--- src/inc/lvic_pkg.sv ---
// Constants, register map and types of the low-voltage interrupt control block
package lvic_pkg;

  // Bus widths
  localparam int DATA_W = 32;
  localparam int ADDR_W = 8;
  localparam int SEL_W  = 4;

  // Register byte addresses
  localparam logic [7:0] ADDR_CTRL     = 8'h00;
  localparam logic [7:0] ADDR_MODE     = 8'h04;
  localparam logic [7:0] ADDR_IRQ_STAT = 8'h08;
  localparam logic [7:0] ADDR_IRQ_MASK = 8'h0c;

  // Control register fields
  localparam int CTRL_FLAG_BIT = 0;
  localparam int CTRL_IE_BIT   = 1;
  localparam int CTRL_STAT_BIT = 2;
  localparam int CTRL_W        = 3;

  // Mode register fields
  localparam int MODE_LSB     = 0;
  localparam int MODE_W       = 2;
  localparam int MODE_PIN_BIT = 2;
  localparam int MODE_STOP_BIT = 3;

  // Event status and mask fields
  localparam int IRQ_LV_BIT   = 0;
  localparam int IRQ_PIN_BIT  = 1;
  localparam int IRQ_STOP_BIT = 2;
  localparam int IRQ_W        = 3;

  // Values after reset
  localparam logic [CTRL_W-1:0] CTRL_RST     = 3'h0;
  localparam logic [IRQ_W-1:0]  IRQ_STAT_RST = 3'h0;
  localparam logic [IRQ_W-1:0]  IRQ_MASK_RST = 3'h0;

  // Synchroniser depth for pin inputs
  localparam int SYNC_STAGES = 2;

  typedef enum logic [1:0] {
    LVIC_SHUTDOWN,
    LVIC_FULL_PERF,
    LVIC_REDUCED
  } lvic_mode_t;

endpackage

--- src/inc/lvic_if.sv ---
// Carrier between the detection front end and the register bank
`timescale 1ns/10ps
interface lvic_if;
  logic                ce;
  logic                stop_mode;
  logic                lv_status;
  logic                lv_change;
  logic                pin_level;
  logic                pin_change;
  lvic_pkg::lvic_mode_t mode;

  modport det
  (
    input  ce,
    input  stop_mode,
    output lv_status,
    output lv_change,
    output pin_level,
    output pin_change,
    output mode
  );

  modport ctl
  (
    output ce,
    output stop_mode,
    input  lv_status,
    input  lv_change,
    input  pin_level,
    input  pin_change,
    input  mode
  );
endinterface

--- src/lvic_detect.sv ---
// Pin synchronisers, mode decode and low-voltage status with hysteresis
`timescale 1ns/10ps
module lvic_detect
(
  // Clock and reset
  input  wire logic CLK,
  input  wire logic SRST,
  // Asynchronous pins
  input  wire logic LV_BELOW,
  input  wire logic LV_ABOVE,
  input  wire logic REGEN,
  // Towards the register bank
  lvic_if.det       lnk
);

  logic [2:0]           sync1_r;
  logic [2:0]           sync2_r;
  logic                 pin_prev_r;
  logic [lvic_pkg::SYNC_STAGES:0] pin_seen_r;
  logic                 status_r;
  logic                 status_nxt;
  logic                 change_r;
  logic                 pin_chg_r;
  lvic_pkg::lvic_mode_t mode_r;
  lvic_pkg::lvic_mode_t mode_nxt;

  // Only the second stage is read
  always_ff @(posedge CLK)
  begin
    if (SRST)
    begin
      sync1_r <= 3'h0;
      sync2_r <= 3'h0;
    end
    else if (lnk.ce)
    begin
      sync1_r <= {REGEN, LV_ABOVE, LV_BELOW};
      sync2_r <= sync1_r;
    end
  end

  always_comb
  begin
    if (!sync2_r[2])
      mode_nxt = lvic_pkg::LVIC_SHUTDOWN;
    else if (lnk.stop_mode)
      mode_nxt = lvic_pkg::LVIC_REDUCED;
    else
      mode_nxt = lvic_pkg::LVIC_FULL_PERF;
  end

  // Detection is off outside full performance, so status falls there
  always_comb
  begin
    if (mode_nxt != lvic_pkg::LVIC_FULL_PERF)
      status_nxt = 1'b0;
    else if (sync2_r[0])
      status_nxt = 1'b1;
    else if (sync2_r[1])
      status_nxt = 1'b0;
    else
      status_nxt = status_r;
  end

  always_ff @(posedge CLK)
  begin
    if (SRST)
    begin
      mode_r   <= lvic_pkg::LVIC_SHUTDOWN;
      status_r <= 1'b0;
      change_r <= 1'b0;
    end
    else if (lnk.ce)
    begin
      mode_r   <= mode_nxt;
      status_r <= status_nxt;
      change_r <= status_nxt != status_r;
    end
  end

  // Compare only once the previous sample is a real pin level, not the reset
  // value still in the synchroniser; the first real level is the strap
  always_ff @(posedge CLK)
  begin
    if (SRST)
    begin
      pin_prev_r <= 1'b0;
      pin_seen_r <= '0;
      pin_chg_r  <= 1'b0;
    end
    else if (lnk.ce)
    begin
      pin_prev_r <= sync2_r[2];
      pin_seen_r <= {pin_seen_r[lvic_pkg::SYNC_STAGES-1:0], 1'b1};
      pin_chg_r  <= pin_seen_r[lvic_pkg::SYNC_STAGES]
                    && (pin_prev_r != sync2_r[2]);
    end
  end

  assign lnk.mode       = mode_r;
  assign lnk.lv_status  = status_r;
  assign lnk.lv_change  = change_r;
  assign lnk.pin_level  = pin_prev_r;
  assign lnk.pin_change = pin_chg_r;

endmodule

--- src/lvic_top.sv ---
// Register bank and interrupt logic of the low-voltage interrupt control block
//
// Local design decision: register access over Wishbone.
`timescale 1ns/10ps
module lvic_top
(
  // Clock, reset and clock enable
  input  wire logic                         CLK,
  input  wire logic                         SRST,
  input  wire logic                         CE,
  // Wishbone classic slave
  input  wire logic                         WB_CYC_I,
  input  wire logic                         WB_STB_I,
  input  wire logic                         WB_WE_I,
  input  wire logic [lvic_pkg::ADDR_W-1:0]  WB_ADR_I,
  input  wire logic [lvic_pkg::SEL_W-1:0]   WB_SEL_I,
  input  wire logic [lvic_pkg::DATA_W-1:0]  WB_DAT_I,
  output logic      [lvic_pkg::DATA_W-1:0]  WB_DAT_O,
  output logic                              WB_ACK_O,
  // Comparator and pin inputs, asynchronous
  input  wire logic                         LV_BELOW_ASSERT,
  input  wire logic                         LV_ABOVE_DEASSERT,
  input  wire logic                         REGULATOR_ENABLE_PIN,
  // Processor state, same clock
  input  wire logic                         STOP_MODE,
  // Status and interrupts
  output logic      [lvic_pkg::MODE_W-1:0]  OPERATING_MODE,
  output logic                              LOW_VOLTAGE_STATUS,
  output logic                              LOW_VOLTAGE_INTERRUPT,
  output logic                              IRQ
);

  lvic_if lnk ();

  logic                        access;
  logic                        wr_stb;
  logic                        rd_stb;
  logic                        sel_lo;
  logic                        hit_ctrl;
  logic                        hit_mode;
  logic                        hit_stat;
  logic                        hit_mask;
  logic                        ack_r;
  logic [lvic_pkg::DATA_W-1:0] rdata_r;
  logic [lvic_pkg::DATA_W-1:0] rdata_nxt;
  logic                        irq_en_r;
  logic                        flag_r;
  logic                        flag_nxt;
  logic                        flag_clr;
  logic [lvic_pkg::IRQ_W-1:0]  ev_stat_r;
  logic [lvic_pkg::IRQ_W-1:0]  ev_stat_nxt;
  logic [lvic_pkg::IRQ_W-1:0]  ev_set;
  logic [lvic_pkg::IRQ_W-1:0]  ev_clr;
  logic [lvic_pkg::IRQ_W-1:0]  ev_mask_r;
  logic                        stop_entry;
  lvic_pkg::lvic_mode_t        mode_prev_r;
  logic [lvic_pkg::MODE_W-1:0] mode_out_r;
  logic                        status_out_r;
  logic                        lvi_r;
  logic                        irq_r;

  assign lnk.ce        = CE;
  assign lnk.stop_mode = STOP_MODE;

  lvic_detect u_detect
  (
    .CLK      (CLK),
    .SRST     (SRST),
    .LV_BELOW (LV_BELOW_ASSERT),
    .LV_ABOVE (LV_ABOVE_DEASSERT),
    .REGEN    (REGULATOR_ENABLE_PIN),
    .lnk      (lnk)
  );

  // Bus decode
  assign access   = WB_CYC_I && WB_STB_I && !ack_r;
  assign wr_stb   = access && WB_WE_I;
  assign rd_stb   = access && !WB_WE_I;
  assign sel_lo   = WB_SEL_I[0];
  assign hit_ctrl = WB_ADR_I == lvic_pkg::ADDR_CTRL;
  assign hit_mode = WB_ADR_I == lvic_pkg::ADDR_MODE;
  assign hit_stat = WB_ADR_I == lvic_pkg::ADDR_IRQ_STAT;
  assign hit_mask = WB_ADR_I == lvic_pkg::ADDR_IRQ_MASK;

  // One wait state: every access, mapped or not, is acknowledged once
  always_ff @(posedge CLK)
  begin
    if (SRST)
      ack_r <= 1'b0;
    else if (CE)
      ack_r <= access;
  end

  // Read data is registered with the acknowledge; idle and unmapped read zero
  always_comb
  begin
    rdata_nxt = '0;
    if (rd_stb)
    begin
      if (hit_ctrl)
      begin
        rdata_nxt[lvic_pkg::CTRL_FLAG_BIT] = flag_r;
        rdata_nxt[lvic_pkg::CTRL_IE_BIT]   = irq_en_r;
        rdata_nxt[lvic_pkg::CTRL_STAT_BIT] = lnk.lv_status;
      end
      else if (hit_mode)
      begin
        rdata_nxt[lvic_pkg::MODE_LSB +: lvic_pkg::MODE_W] = lnk.mode;
        rdata_nxt[lvic_pkg::MODE_PIN_BIT]  = lnk.pin_level;
        rdata_nxt[lvic_pkg::MODE_STOP_BIT] = STOP_MODE;
      end
      else if (hit_stat)
        rdata_nxt[lvic_pkg::IRQ_W-1:0] = ev_stat_r;
      else if (hit_mask)
        rdata_nxt[lvic_pkg::IRQ_W-1:0] = ev_mask_r;
    end
  end

  always_ff @(posedge CLK)
  begin
    if (SRST)
      rdata_r <= '0;
    else if (CE)
      rdata_r <= rdata_nxt;
  end

  // Interrupt enable, bit 1 of the low byte; a one written to bit 0 clears the flag
  always_ff @(posedge CLK)
  begin
    if (SRST)
      irq_en_r <= lvic_pkg::CTRL_RST[lvic_pkg::CTRL_IE_BIT];
    else if (CE && wr_stb && hit_ctrl && sel_lo)
      irq_en_r <= WB_DAT_I[lvic_pkg::CTRL_IE_BIT];
  end

  // Change flag: a change in the clearing cycle keeps the flag set
  assign flag_clr = wr_stb && hit_ctrl && sel_lo && WB_DAT_I[lvic_pkg::CTRL_FLAG_BIT];

  always_comb
  begin
    flag_nxt = flag_r;
    if (flag_clr)
      flag_nxt = 1'b0;
    if (lnk.lv_change)
      flag_nxt = 1'b1;
  end

  always_ff @(posedge CLK)
  begin
    if (SRST)
      flag_r <= lvic_pkg::CTRL_RST[lvic_pkg::CTRL_FLAG_BIT];
    else if (CE)
      flag_r <= flag_nxt;
  end

  // Events for the masked summary interrupt
  assign stop_entry = (mode_prev_r == lvic_pkg::LVIC_FULL_PERF)
                   && (lnk.mode == lvic_pkg::LVIC_REDUCED);

  always_ff @(posedge CLK)
  begin
    if (SRST)
      mode_prev_r <= lvic_pkg::LVIC_SHUTDOWN;
    else if (CE)
      mode_prev_r <= lnk.mode;
  end

  always_comb
  begin
    ev_set = '0;
    ev_set[lvic_pkg::IRQ_LV_BIT]   = lnk.lv_change;
    ev_set[lvic_pkg::IRQ_PIN_BIT]  = lnk.pin_change;
    ev_set[lvic_pkg::IRQ_STOP_BIT] = stop_entry;
  end

  always_comb
  begin
    ev_clr = '0;
    if (wr_stb && hit_stat && sel_lo)
      ev_clr = WB_DAT_I[lvic_pkg::IRQ_W-1:0];
  end

  // Set beats clear so an event in the clearing cycle is not lost
  assign ev_stat_nxt = (ev_stat_r & ~ev_clr) | ev_set;

  always_ff @(posedge CLK)
  begin
    if (SRST)
      ev_stat_r <= lvic_pkg::IRQ_STAT_RST;
    else if (CE)
      ev_stat_r <= ev_stat_nxt;
  end

  always_ff @(posedge CLK)
  begin
    if (SRST)
      ev_mask_r <= lvic_pkg::IRQ_MASK_RST;
    else if (CE && wr_stb && hit_mask && sel_lo)
      ev_mask_r <= WB_DAT_I[lvic_pkg::IRQ_W-1:0];
  end

  // Interrupt outputs follow the flags one cycle later
  always_ff @(posedge CLK)
  begin
    if (SRST)
    begin
      lvi_r <= 1'b0;
      irq_r <= 1'b0;
    end
    else if (CE)
    begin
      lvi_r <= irq_en_r && flag_r;
      irq_r <= |(ev_stat_r & ev_mask_r);
    end
  end

  // Mode and status mirrors on the pins
  always_ff @(posedge CLK)
  begin
    if (SRST)
    begin
      mode_out_r   <= lvic_pkg::LVIC_SHUTDOWN;
      status_out_r <= 1'b0;
    end
    else if (CE)
    begin
      mode_out_r   <= lnk.mode;
      status_out_r <= lnk.lv_status;
    end
  end

  assign WB_ACK_O              = ack_r;
  assign WB_DAT_O              = rdata_r;
  assign OPERATING_MODE        = mode_out_r;
  assign LOW_VOLTAGE_STATUS    = status_out_r;
  assign LOW_VOLTAGE_INTERRUPT = lvi_r;
  assign IRQ                   = irq_r;

endmodule

--- config.mk ---
export PLATFORM = sky130hd
export DESIGN_NAME = lvic_top
export DESIGN_NICKNAME = d
export VERILOG_FILES = /design/src/inc/lvic_pkg.sv /design/src/inc/lvic_if.sv /design/src/lvic_detect.sv /design/src/lvic_top.sv
export SDC_FILE = /design/constraint.sdc
export NUM_CORES = 1
export LEC_CHECK = 0
export ABC_AREA = 1
export BUFFER_PORTS_ARGS = -buffer_cell sky130_fd_sc_hd__buf_4
export CAP_MARGIN = 10
export CORE_ASPECT_RATIO = 0.8
export CORE_MARGIN = 10
export CORE_UTILIZATION = 26
export DETAILED_ROUTE_END_ITERATION = 6
export GPL_TIMING_DRIVEN = 0
export HOLD_SLACK_MARGIN = 0.03
export PLACE_DENSITY = 0.5
export SETUP_SLACK_MARGIN = 0.15
export SYNTH_ARGS = -nofsm -noshare
export SYNTH_HDL_FRONTEND = slang
export SYNTH_SLANG_ARGS = --single-unit
--- constraint.sdc ---
create_clock -name CLK -period 2 [get_ports CLK]
set_input_delay 0.3 -clock CLK [delete_from_list [all_inputs] [get_ports CLK]]
set_output_delay 0.3 -clock CLK [all_outputs]
set_load 0.05 [all_outputs]
* Word-level counts from Yosys, hierarchy flattened
Index checks and enable logic that the tools add are counted.
** Storage, ports and cells
- Word-level logic and storage cells :: 68
- Register bits :: 33
- Output and inout port bits :: 38
- Input port bits :: 54
** Operators by class
- Equal/unequal tests :: 8
- Reductions and logical operators :: 23
- Bitwise operators :: 4
- Multiplexer cells :: 15
** Operator list (number)
- 1-bit logical AND :: 17
- 8-bit by 4-bit == test with 1-bit output, second input constant :: 2
- 3-bit two-way mux :: 5
- 8-bit by 3-bit == test with 1-bit output, second input constant :: 1
- 8-bit logical NOT :: 1
- 1-bit two-way mux :: 7
- 3-bit bitwise AND :: 2
- 2-bit two-way mux :: 2
- 4-bit two-way mux :: 1
- 3-bit NOT :: 1
- 3-bit bitwise OR :: 1
- 3-bit OR reduction :: 1
- 2-bit by 1-bit == test with 1-bit output, second input constant :: 1
- 2-bit == test, second input constant :: 1
- 1-bit logical NOT :: 2
- 1-bit inequality test :: 2
- 2-bit by 1-bit inequality test with 1-bit output, second input constant :: 1
- 2-bit AND reduction :: 1
- 2-bit nonzero test :: 1

* Logic depth before layout (Yosys ltp)
Gate-level depths: netlist (run 1).
- Depth in word-level cells :: 9
- Gate-level depth with buffers :: 10
- Mapped depth without buffers :: 10

* Cells and area by module
From an unflattened synthesis (run 1), not the netlist that was laid out.
** Unflattened totals
- Cells, all modules :: 230
- Area, all modules :: 1691.6 um2
** By module, submodules not included
- lvic_top :: cells an instance 157, area an instance 1114.8 um2, instances 1, sequential area each 360.3 um2
- lvic_detect :: cells an instance 73, area an instance 576.8 um2, instances 1, sequential area each 300.3 um2

* Worst setup path before layout (run 1)
Ideal clock, no wire load.
- Path kind :: register to register
- Start point :: reg ack_r (netlist: WB_ACK_O)
- End point :: reg ev_stat_r[2] (netlist bit)
- Period minus slack after synthesis :: 1252 ps
- Cell stages (with the launch flop) :: 5
- Library setup time :: 122 ps
- Slack :: 748 ps
- Arrival :: 1131 ps
- Data required time :: 1878 ps
- Path buffers :: 0
- Cells stage by stage :: dfxtp_1 nor3_4 nand3_1 o21ai_0 a21oi_1
** Between the ends
- Word-level cells in the longest chain between the ends :: 9
** Ends and longest elaborated chain
- start, declared :: line lvic_top.sv:43 : logic ack_r;
- start signal, assigned :: line lvic_top.sv:91 : ack_r <= access;
- 1-bit logical NOT :: line lvic_top.sv:76 : assign access = WB_CYC_I && WB_STB_I && !ack_r;
- 1-bit logical AND :: line lvic_top.sv:76
- 1-bit logical AND :: line lvic_top.sv:77 : assign wr_stb = access && WB_WE_I;
- 1-bit logical AND (2 in a row) :: line lvic_top.sv:179 : if (wr_stb && hit_stat && sel_lo)
- 3-bit two-way mux :: line lvic_top.sv:179
- 3-bit NOT :: line lvic_top.sv:184 : assign ev_stat_nxt = (ev_stat_r & ~ev_clr) | ev_set;
- 3-bit bitwise AND :: line lvic_top.sv:184
- 3-bit bitwise OR :: line lvic_top.sv:184
- end signal, assigned :: line lvic_top.sv:189 : ev_stat_r <= lvic_pkg::IRQ_STAT_RST;
- end signal, assigned :: line lvic_top.sv:191 : ev_stat_r <= ev_stat_nxt;
- end, declared :: line lvic_top.sv:50 : logic [lvic_pkg::IRQ_W-1:0] ev_stat_r;
No other way between the ends.
A chain may end at the register's enable or synchronous reset.

* Worst setup path after layout (run 1)
- Start point :: reg ack_r (netlist: WB_ACK_O)
- End point :: out WB_ACK_O
** RTL lines
- end, declared :: line lvic_top.sv:19 : output logic WB_ACK_O,
No word-level cell between the ends.

==> results.tsv, run 1 <==
metric	value	unit
CP Capture Type	output port	
Inst Count DP	375	
setup TNS	0	ns
Setup Viol. Count Final	0	
die footprint	10300	um^2
layout cells sized above 1	29.4	%
largest net degree at the start of global routing	11	
Routed Wire Length	4510	um
Boundary Pins	92	
Final Core Density	35.4	%
Core Footprint	6410	um^2
Worst path slowest cell	dfxtp_1	
row count	26	
post-CTS sizing	0	
critical-path cell list	buf_4	
initial antenna violation count	0	
Final Total Pwr	1.66	mW
DR DRC count	0	
Highest Clock Rate	0.803	GHz
critical path type	reg2out	
CTS Buf Count	5	
outcome	finished, final reports clean	
clock slew at reported path FFs	0.07	ns
critical path fanouts, max	4	
Peak VDD IR	0.334	mV
max-slew violation count	0	
Slew HR	65.0	%
Max-cap violations	0	
sum of buffers and inverters on the critical path	1	
first-pass GRT wire length	7460	um
CTS H-tree depth	2	
post-route cell area	2270	um^2
Fin Hold WS	0.234	ns
CTS tree	yes	
Cell Area, Synth	1730	um^2
gpl congestion	0.744	
dpl hpwl	3610	um
RSZ-0062 raised after global routing	false	
Power Dens Cells	731	nW/um^2
Worst-Margin Slew	0.525	ns
leak pwr	1.05	nW
die width	111	um
vias in the first global route	1475	
Hold Buf Count CTS	0	
Clock Tree Root	clkbuf_8	
Setup WS pre-CTS	0.609	ns
nets	352	
post-CTS setup buffer count	0	
worst clock skew	0.00762	ns
vias	1530	
Overflow after GRT	0	
minimum clock period	1.24	ns
worst min-delay path class	in2reg	
drt initial violations	72	
CP required	1.70	ns
# diodes	0	
Ys Warns	0	
post-route worst setup slack	0.755	ns
post-route ant nets	0	
family of cells with the greatest summed delay on the critical path	flip-flops	
mean post-synth cell area	7.35	um^2
DR vias/cell	3.99	
CP max stage delay	0.42	ns
CTS max path bufs	2	
WP data arrival	0.94	ns
post-synthesis sequential area ratio	38.3	%
dpl cell area	2150	um^2
register bit count reported by yosys	33	
Total GRT Usage	8.73	%
clock sinks	33	
post-route insts no fill	383	
Cells after Synth	235	
Starting Density	26.9	%
Distinct cells, synth	29	
Final Cycle Share	62.2	%
DR WL/cell	11.8	um
CP startpoint kind	flip-flop	
Final Hold Vio Count	0	
die height	92.9	um
buffers added on ports	29	
drt pass-1 iters	4	
Area Overhead vs Synth	31.3	%
Clk Latency, worst-skew pair	0.29	ns
[state kept, by name, indices dropped and copies added, names as in the netlist, 2 cells and up]
register	flops
u_detect.lnk.mode	2
WB_DAT_O	4
u_detect.sync2_r	3
ev_mask_r	3
OPERATING_MODE	2
ev_stat_r	3
u_detect.sync1_r	3
u_detect.pin_seen_r	3
[cell families after synthesis]
kind of cell	after synthesis	synth area share (%)
buffers and inverters	59	19.3
DFF	33	38.3
and+or+nand+nor	85	23.8
other	1	0.217
AOI/OAI and AO/OA	56	18.0
xor gates and xnor gates	1	0.507
[worst paths after layout]
| path | startpoint | slack [ns] | to | depth (start not counted) |
|---|---|---|---|---|
| min | REGULATOR_ENABLE_PIN | 0.23 | u_detect.sync1_r[2]$_SDFFE_PP0P_ | 3 |
| min reg2reg | u_detect.pin_seen_r[0]$_SDFFE_PP0P_ | 0.46 | u_detect.pin_seen_r[0]$_SDFFE_PP0P_ | 2 |
| max | WB_ACK_O$_SDFFE_PP0P_ | 0.76 | WB_ACK_O | 1 |
| max reg2reg | WB_ACK_O$_SDFFE_PP0P_ | 0.84 | ev_stat_r[0]$_SDFFE_PP0P_ | 4 |
[power breakdown]
part / internal (mW) / switching [mW]
clock: 0.406 / 0.251
combinational: 0.0942 / 0.215
sequential: 0.678 / 0.0120
[cell usage after synthesis, drive strengths merged]
library cell	number	share of area, %
o21ai	22	6.4
nand4	1	0.36
o211ai	3	1.3
nor3	2	1.2
nor3b	1	0.43
dfxtp	33	38
nand2	45	11
nor2	29	8.6
a211oi	1	0.72
a21oi	28	8.8
conb	1	0.22
clkbuf	2	0.43
xor2	1	0.51
inv	23	5.0
a31oi	1	0.36
nand3	7	2.6
buf	34	14
a22oi	1	0.43
[per-layer routing]
metal	routed length, um	vias up	GRT usage [%]
met5	0	-	0
met4	28	0	2.56
met3	316	3	3.48
met2	2010	39	13.4
met1	2160	668	11.0
li1	-	820	-
[cell type report]
type | count | area [um^2]
Timing Repair Buffer | 29 | 218
Clock buffer | 7 | 86.3
Buffer | 36 | 246
Multi-Input combinational cell | 170 | 835
Inverter | 23 | 86.3
Sequential cell | 33 | 661
Clock inverter | 1 | 30.0
Tap cell | 84 | 105
Fill cell | 710 | 4140
[layout by cell type (no fill, tap or decap), types with 4 or more instances in the layout]
cell type and n:
buf_4 57, nand2_1 42, dfxtp_1 33, conb_1 28, a21oi_1 25, inv_1 22, o21ai_0 21, nor2_1 21
clkbuf_8 6, buf_2 5, nand3_1 5, nor2_2 4, nor2_4 4
(Power assumes the default switching activity.)
==> inputs of run 2 (changes only) <==
- ABC_AREA: 1 -> 0
- PLACE_DENSITY: 0.5 -> 0.51
- clock period: 2 -> 1.19 ns (I/O delays scaled with it)
==> run 2 against run 1 <==
Compared with the run above:
- hold slack got worse by 0.13 ns
- clock power rose by 43%
- synthesized cell count fell by 28%
- die area fell by 4.2%
- the run now ends with negative setup slack left
- wire length fell by 8.2%
- combinational power rose by 64%
- critical endpoint is now ev_mask_r[2]$_SDFFE_PP0P_
==> results.tsv, run 2 <==
metric	value	unit
Synth top area share	40.4	%
post-route insts no fill	323	
Area Overhead vs Synth	43.6	%
leak pwr	1.04	nW
Total GRT Usage	8.09	%
top cells by area, synth	dfxtp_1, buf_4, mux2i_1	
drt initial violations	45	
CTS tree	yes	
critical path type	in2reg	
most common cell after layout, fill and taps aside	buf_4	
initial antenna violation count	0	
CTS max path bufs	2	
Overflow after GRT	0	
post-route cell area	2350	um^2
Largest register FFs	4	
mean post-synth cell area	9.63	um^2
clock slew at reported path FFs	0.07	ns
ys async rst share	0	%
Highest Clock Rate	0.739	GHz
clock sinks	33	
dpl cell area	2070	um^2
minimum clock period	1.35	ns
Final Core Density	39.1	%
Ys Warns	0	
Cell Area, Synth	1640	um^2
drt pass-1 iters	4	
dpl hpwl	3170	um
Cells after Synth	170	
DR WL/cell	12.8	um
# diodes	0	
die footprint	9890	um^2
Clk Latency, worst-skew pair	0.29	ns
CTS Buf Count	5	
outcome	complete, but fails checks	
EDFF count, synth	0	
Main synth FF type	dfxtp_1	
buffers added on ports	30	
Max-cap violations	0	
die width	109	um
DR DRC count	0	
nets	295	
Setup Viol. Count Final	12	
largest net degree at the start of global routing	11	
first-pass GRT wire length	6350	um
worst min-delay path class	in2reg	
vias in the first global route	1254	
simple-gate area share of the yosys netlist	20.5	%
Final Cycle Share	114	%
CP required	1.35	ns
main combinational cell family by area after synthesis	simple AND/OR/NAND/NOR gates	
Routed Wire Length	4140	um
WP data arrival	1.51	ns
Starting Density	27.3	%
Slew HR	64.5	%
vias	1320	
Adder-Cell Fraction of Synth Area	0	%
post-route ant nets	0	
multiplexer share of the synthesized area	14.5	%
Inst Count DP	308	
post-synthesis sequential area ratio	40.4	%
CP startpoint kind	input port	
die height	91.0	um
Core Footprint	6010	um^2
gpl congestion	0.745	
register bit count reported by yosys	33	
area leader, netlist	dfxtp_1	
row count	25	
reg-to-reg slack, setup	-0.15	ns
Setup WS pre-CTS	-0.495	ns
Hold Buf Count CTS	0	
Clock Tree Root	clkbuf_8	
Fin Hold WS	0.109	ns
max-slew violation count	0	
DR vias/cell	4.09	
Peak VDD IR	0.421	mV
layout cells sized above 1	41.7	%
Worst-Margin Slew	0.532	ns
Synth Area in Compound Gates	8.87	%
Boundary Pins	92	
count leader, synth	dfxtp_1	
Post-Synth XOR/XNOR Area	0.535	%
Final Hold Vio Count	0	
Distinct cells, synth	32	
failing checks	negative setup slack	
top post-synthesis cells by count	dfxtp_1, buf_4, nor2_1, mux2i_1, a21oi_1	
worst clock skew	0.00244	ns
critical path fanouts, max	3	
most frequent cells in the layout	buf_4, dfxtp_1, conb_1	
CP Capture Type	flip-flop	
post-route worst setup slack	-0.163	ns
Power Dens Cells	1100	nW/um^2
RSZ-0062 raised after global routing	true	
CTS H-tree depth	2	
run 2: changes by cell type in the layout (fill, tap and decap cells not counted), sizes merged, moves of 5 or more:
cell    change
nand2b      +7
clkbuf      +5
nand2      -40
a311oi      +5
o21ai      -21
inv        -22
a21oi      -16
mux2i      +17
run 2: stage by stage:
step / setup TNS [ns] / power (mW)
2_1_floorplan: -1.47 / 1.54
3_3_place_gp: -6.86 / 1.64
3_5_place_dp: -6.92 / 1.64
4_1_cts: -1.13 / 2.60
5_1_grt: -1.93 / 2.70
6_report: -1.07 / 2.59
run 2: worst max-delay path, cell delays in order:
cell and delay [ns]:
buf_6 0.09, or4_4 0.57, nor4_4 0.40, mux2i_1 0.23, nor2_1 0.05
run 2: final timing paths:
check / startpoint / cells after the start / endpoint
worst max register to register: WB_ACK_O$_SDFFE_PP0P_ / 4 / ev_mask_r[2]$_SDFFE_PP0P_
worst min-delay path: WB_DAT_I[1] / 2 / ev_stat_r[1]$_SDFFE_PP0P_
worst max-delay path: WB_ADR_I[4] / 5 / ev_mask_r[2]$_SDFFE_PP0P_
worst min register to register: u_detect.pin_seen_r[0]$_SDFFE_PP0P_ / 2 / u_detect.pin_seen_r[0]$_SDFFE_PP0P_
run 2: routing by layer:
metal	wire length [um]	track usage, %
met5	0	0
met4	40	2.85
met3	423	4.45
met2	1770	11.0
met1	1910	10.4
run 2: final cells by class:
class,count,area [um^2]
timing repair buffer,37,323
clock buffer,7,96.3
tap,81,101
sequential,33,672
inverter,1,3.75
clock inverter,1,5.00
multi-input combinational,127,902
buffer,36,246
fill,620,3660
run 2: report_power, final:
group,internal (mW),switching [mW]
clock network,0.523,0.419
logic,0.180,0.326
registers,1.13,0.0161
total,1.83,0.761
run 2: timing repair:
action                                  CTS  global route
setup buffers                             3             4
cloned                                    0             0
gates resized for setup                  21             9
pin swaps                                 6             8
hold endpoints to repair                  0             0
endpoints found under the setup margin   23            21
run 2: cells by family (layout without fill, tap and decap cells):
group	after synthesis	in the layout
muxes	20	20
AOI/OAI and AO/OA	22	22
xor gates and xnor gates	1	1
and+or+nand+nor	56	56
other	1	28
buffers and inverters	37	82
DFF	33	33
==> inputs of run 3 (changes only) <==
- CORE_UTILIZATION: 26 -> 44
- MAX_ROUTING_LAYER: unset -> met4
- PLACE_DENSITY: 0.51 -> 0.79
- SYNTH_HIERARCHICAL: unset -> 1
==> run 3 against run 2 <==
Compared with the run above:
- first-iteration DRC count increased to 2.8 times the previous value
- die area decreased by 33%
- critical endpoint is now WB_DAT_O[3]$_SDFFE_PP0P_
- flip-flop and latch count unchanged
- sequential share of layout area increased by 0.43 points
- the run still ends with negative setup slack left
- non-clock buffer count increased by 4
- cell count decreased by 6.8%
==> results.tsv, run 3 <==
metric	value	unit
DR vias/cell	4.86	
most common cell after layout, fill and taps aside	buf_4	
critical path type	reg2reg	
Setup WS pre-CTS	-0.410	ns
Final Core Density	65.8	%
post-synthesis sequential area ratio	40.3	%
Distinct cells, synth	33	
CP Capture Type	flip-flop	
Peak VDD IR	0.708	mV
critical-path cell list	and4b_1, buf_6, nand3_4, or4_4, a21oi_2	
layout cells sized above 1	39.0	%
Ys Warns	6	
CTS H-tree depth	2	
Setup Viol. Count Final	14	
worst min-delay path class	in2reg	
buffers added on ports	29	
Starting Density	46.6	%
CTS Buf Count	5	
Synth top area share	40.3	%
die width	88.3	um
outcome	complete, but fails checks	
DR WL/cell	14.6	um
CTS max path bufs	2	
drt initial violations	124	
leak pwr	1.07	nW
mean post-synth cell area	8.87	um^2
count leader, synth	dfxtp_1	
Overflow after GRT	0	
DR DRC count	0	
gpl congestion	0.808	
area leader, netlist	dfxtp_1	
Total GRT Usage	13.2	%
clock slew at reported path FFs	0.07	ns
post-route worst setup slack	-0.296	ns
critical path fanouts, max	3	
Cell Area, Synth	1640	um^2
vias in the first global route	1353	
Final Hold Vio Count	0	
setup TNS	-2.84	ns
Synth Area in Compound Gates	9.69	%
first-pass GRT wire length	6480	um
Main synth FF type	dfxtp_1	
CP required	1.42	ns
Routed Wire Length	4390	um
simple-gate area share of the yosys netlist	20.7	%
Final Cycle Share	125	%
Clk Latency, worst-skew pair	0.29	ns
nets	312	
EDFF count, synth	0	
Largest register FFs	4	
initial antenna violation count	0	
Boundary Pins	92	
die footprint	6590	um^2
max-slew violation count	0	
Core Footprint	3520	um^2
Adder-Cell Fraction of Synth Area	0	%
RSZ-0062 raised after global routing	true	
main combinational cell family by area after synthesis	simple AND/OR/NAND/NOR gates	
Power Dens Cells	1190	nW/um^2
dpl hpwl	3190	um
CP max stage delay	0.45	ns
clock sinks	33	
die height	74.6	um
ys async rst share	0	%
register bit count reported by yosys	33	
row count	19	
Hold Buf Count CTS	0	
Area Overhead vs Synth	41.1	%
post-route ant nets	0	
Highest Clock Rate	0.673	GHz
# diodes	0	
vias	1462	
Clock Tree Root	clkbuf_8	
drt pass-1 iters	4	
minimum clock period	1.49	ns
largest net degree at the start of global routing	11	
Worst path slowest cell	or4_4	
multiplexer share of the synthesized area	12.2	%
Post-Synth XOR/XNOR Area	0.534	%
WP data arrival	1.71	ns
failing checks	negative setup slack	
CP startpoint kind	flip-flop	
most frequent cells in the layout	buf_4, dfxtp_1, conb_1	
Max-cap violations	0	
CTS tree	yes	
reg-to-reg slack, setup	-0.30	ns
top cells by area, synth	dfxtp_1, buf_4, mux2i_1	
worst clock skew	0.00659	ns
top post-synthesis cells by count	dfxtp_1, buf_4, nor2_1, mux2i_1, nand2_1	
Cells after Synth	185	
-- run 3: cell types whose count changed in the layout (fill, tap and decap cells not counted), moves of 3 or more --
cell      previous run  this run
buf_4               56        59
mux2i_1             17        20
mux4_2               3         0
nand2_1              5        14
nand2b_1             7         2
nand3_1              3         7
o21ai_1              0         4
o21ai_2              0         4
o221ai_1             0         3
-- run 3: layout make-up --
cell class,count,area [um^2]
Sequential cell,33,672
Inverter,2,7.51
Tap cell,42,52.6
Multi-Input combinational cell,139,866
Buffer,38,274
Clock inverter,1,30.0
Fill cell,297,1200
Clock buffer,7,86.3
Timing Repair Buffer,39,327
-- run 3: cell families (layout without fill, tap and decap cells) --
family,Yosys count,in the layout
compound gates,25,25
flops,33,33
simple gates,65,65
xor+xnor,1,1
mux,20,20
other cells,1,28
buf+inv,40,87
-- run 3: worst paths after layout --
kind / to / cells past startpoint / startpoint
worst max-delay path: WB_DAT_O[3]$_SDFFE_PP0P_ / 5 / WB_ACK_O$_SDFFE_PP0P_
worst min-delay path: u_detect/sync1_r[0]$_SDFFE_PP0P_ / 2 / SRST
worst max register to register: WB_DAT_O[3]$_SDFFE_PP0P_ / 5 / WB_ACK_O$_SDFFE_PP0P_
worst min register to register: WB_DAT_O[1]$_SDFFE_PP0P_ / 2 / WB_DAT_O[1]$_SDFFE_PP0P_
-- run 3: power by group --
part / switching [mW] / leakage (nW) / internal, mW / total (mW)
sequential: 0.0181 / 0.271 / 1.13 / 1.14
clock: 0.405 / 0.0585 / 0.682 / 1.09
combinational: 0.339 / 0.743 / 0.183 / 0.522
-- run 3: worst max-delay path: cells and delay by family (launching register included) --
family	cells	cell delay (ns)
simple gates	3	0.80
flops	1	0.36
buf+inv	1	0.13
compound gates	1	0.13
-- run 3: layer usage --
metal	global-route usage [%]	wire length, um
met1	14.4	1790
met2	20.2	2060
met3	5.39	449
met4	7.51	102
met5	-	0
-- run 3: repair_timing --
action / 4_1_cts / 5_1_grt
endpoints found under the setup margin: 17 / 20
buffers inserted: 2 / 8
resized for setup: 11 / 17
pin swaps: 1 / 5
cloned: 0 / 0
-- run 3: per-stage QoR --
step	cell area, um^2	hold slack (ns)	power [mW]	std cells
floorplan	1760	0.246	1.55	212
global placement	2030	0.411	1.64	283
detailed placement	2030	0.415	1.65	283
CTS	2200	0.106	2.74	293
global route	2310	0.117	2.86	301
finish	2310	0.117	2.75	301
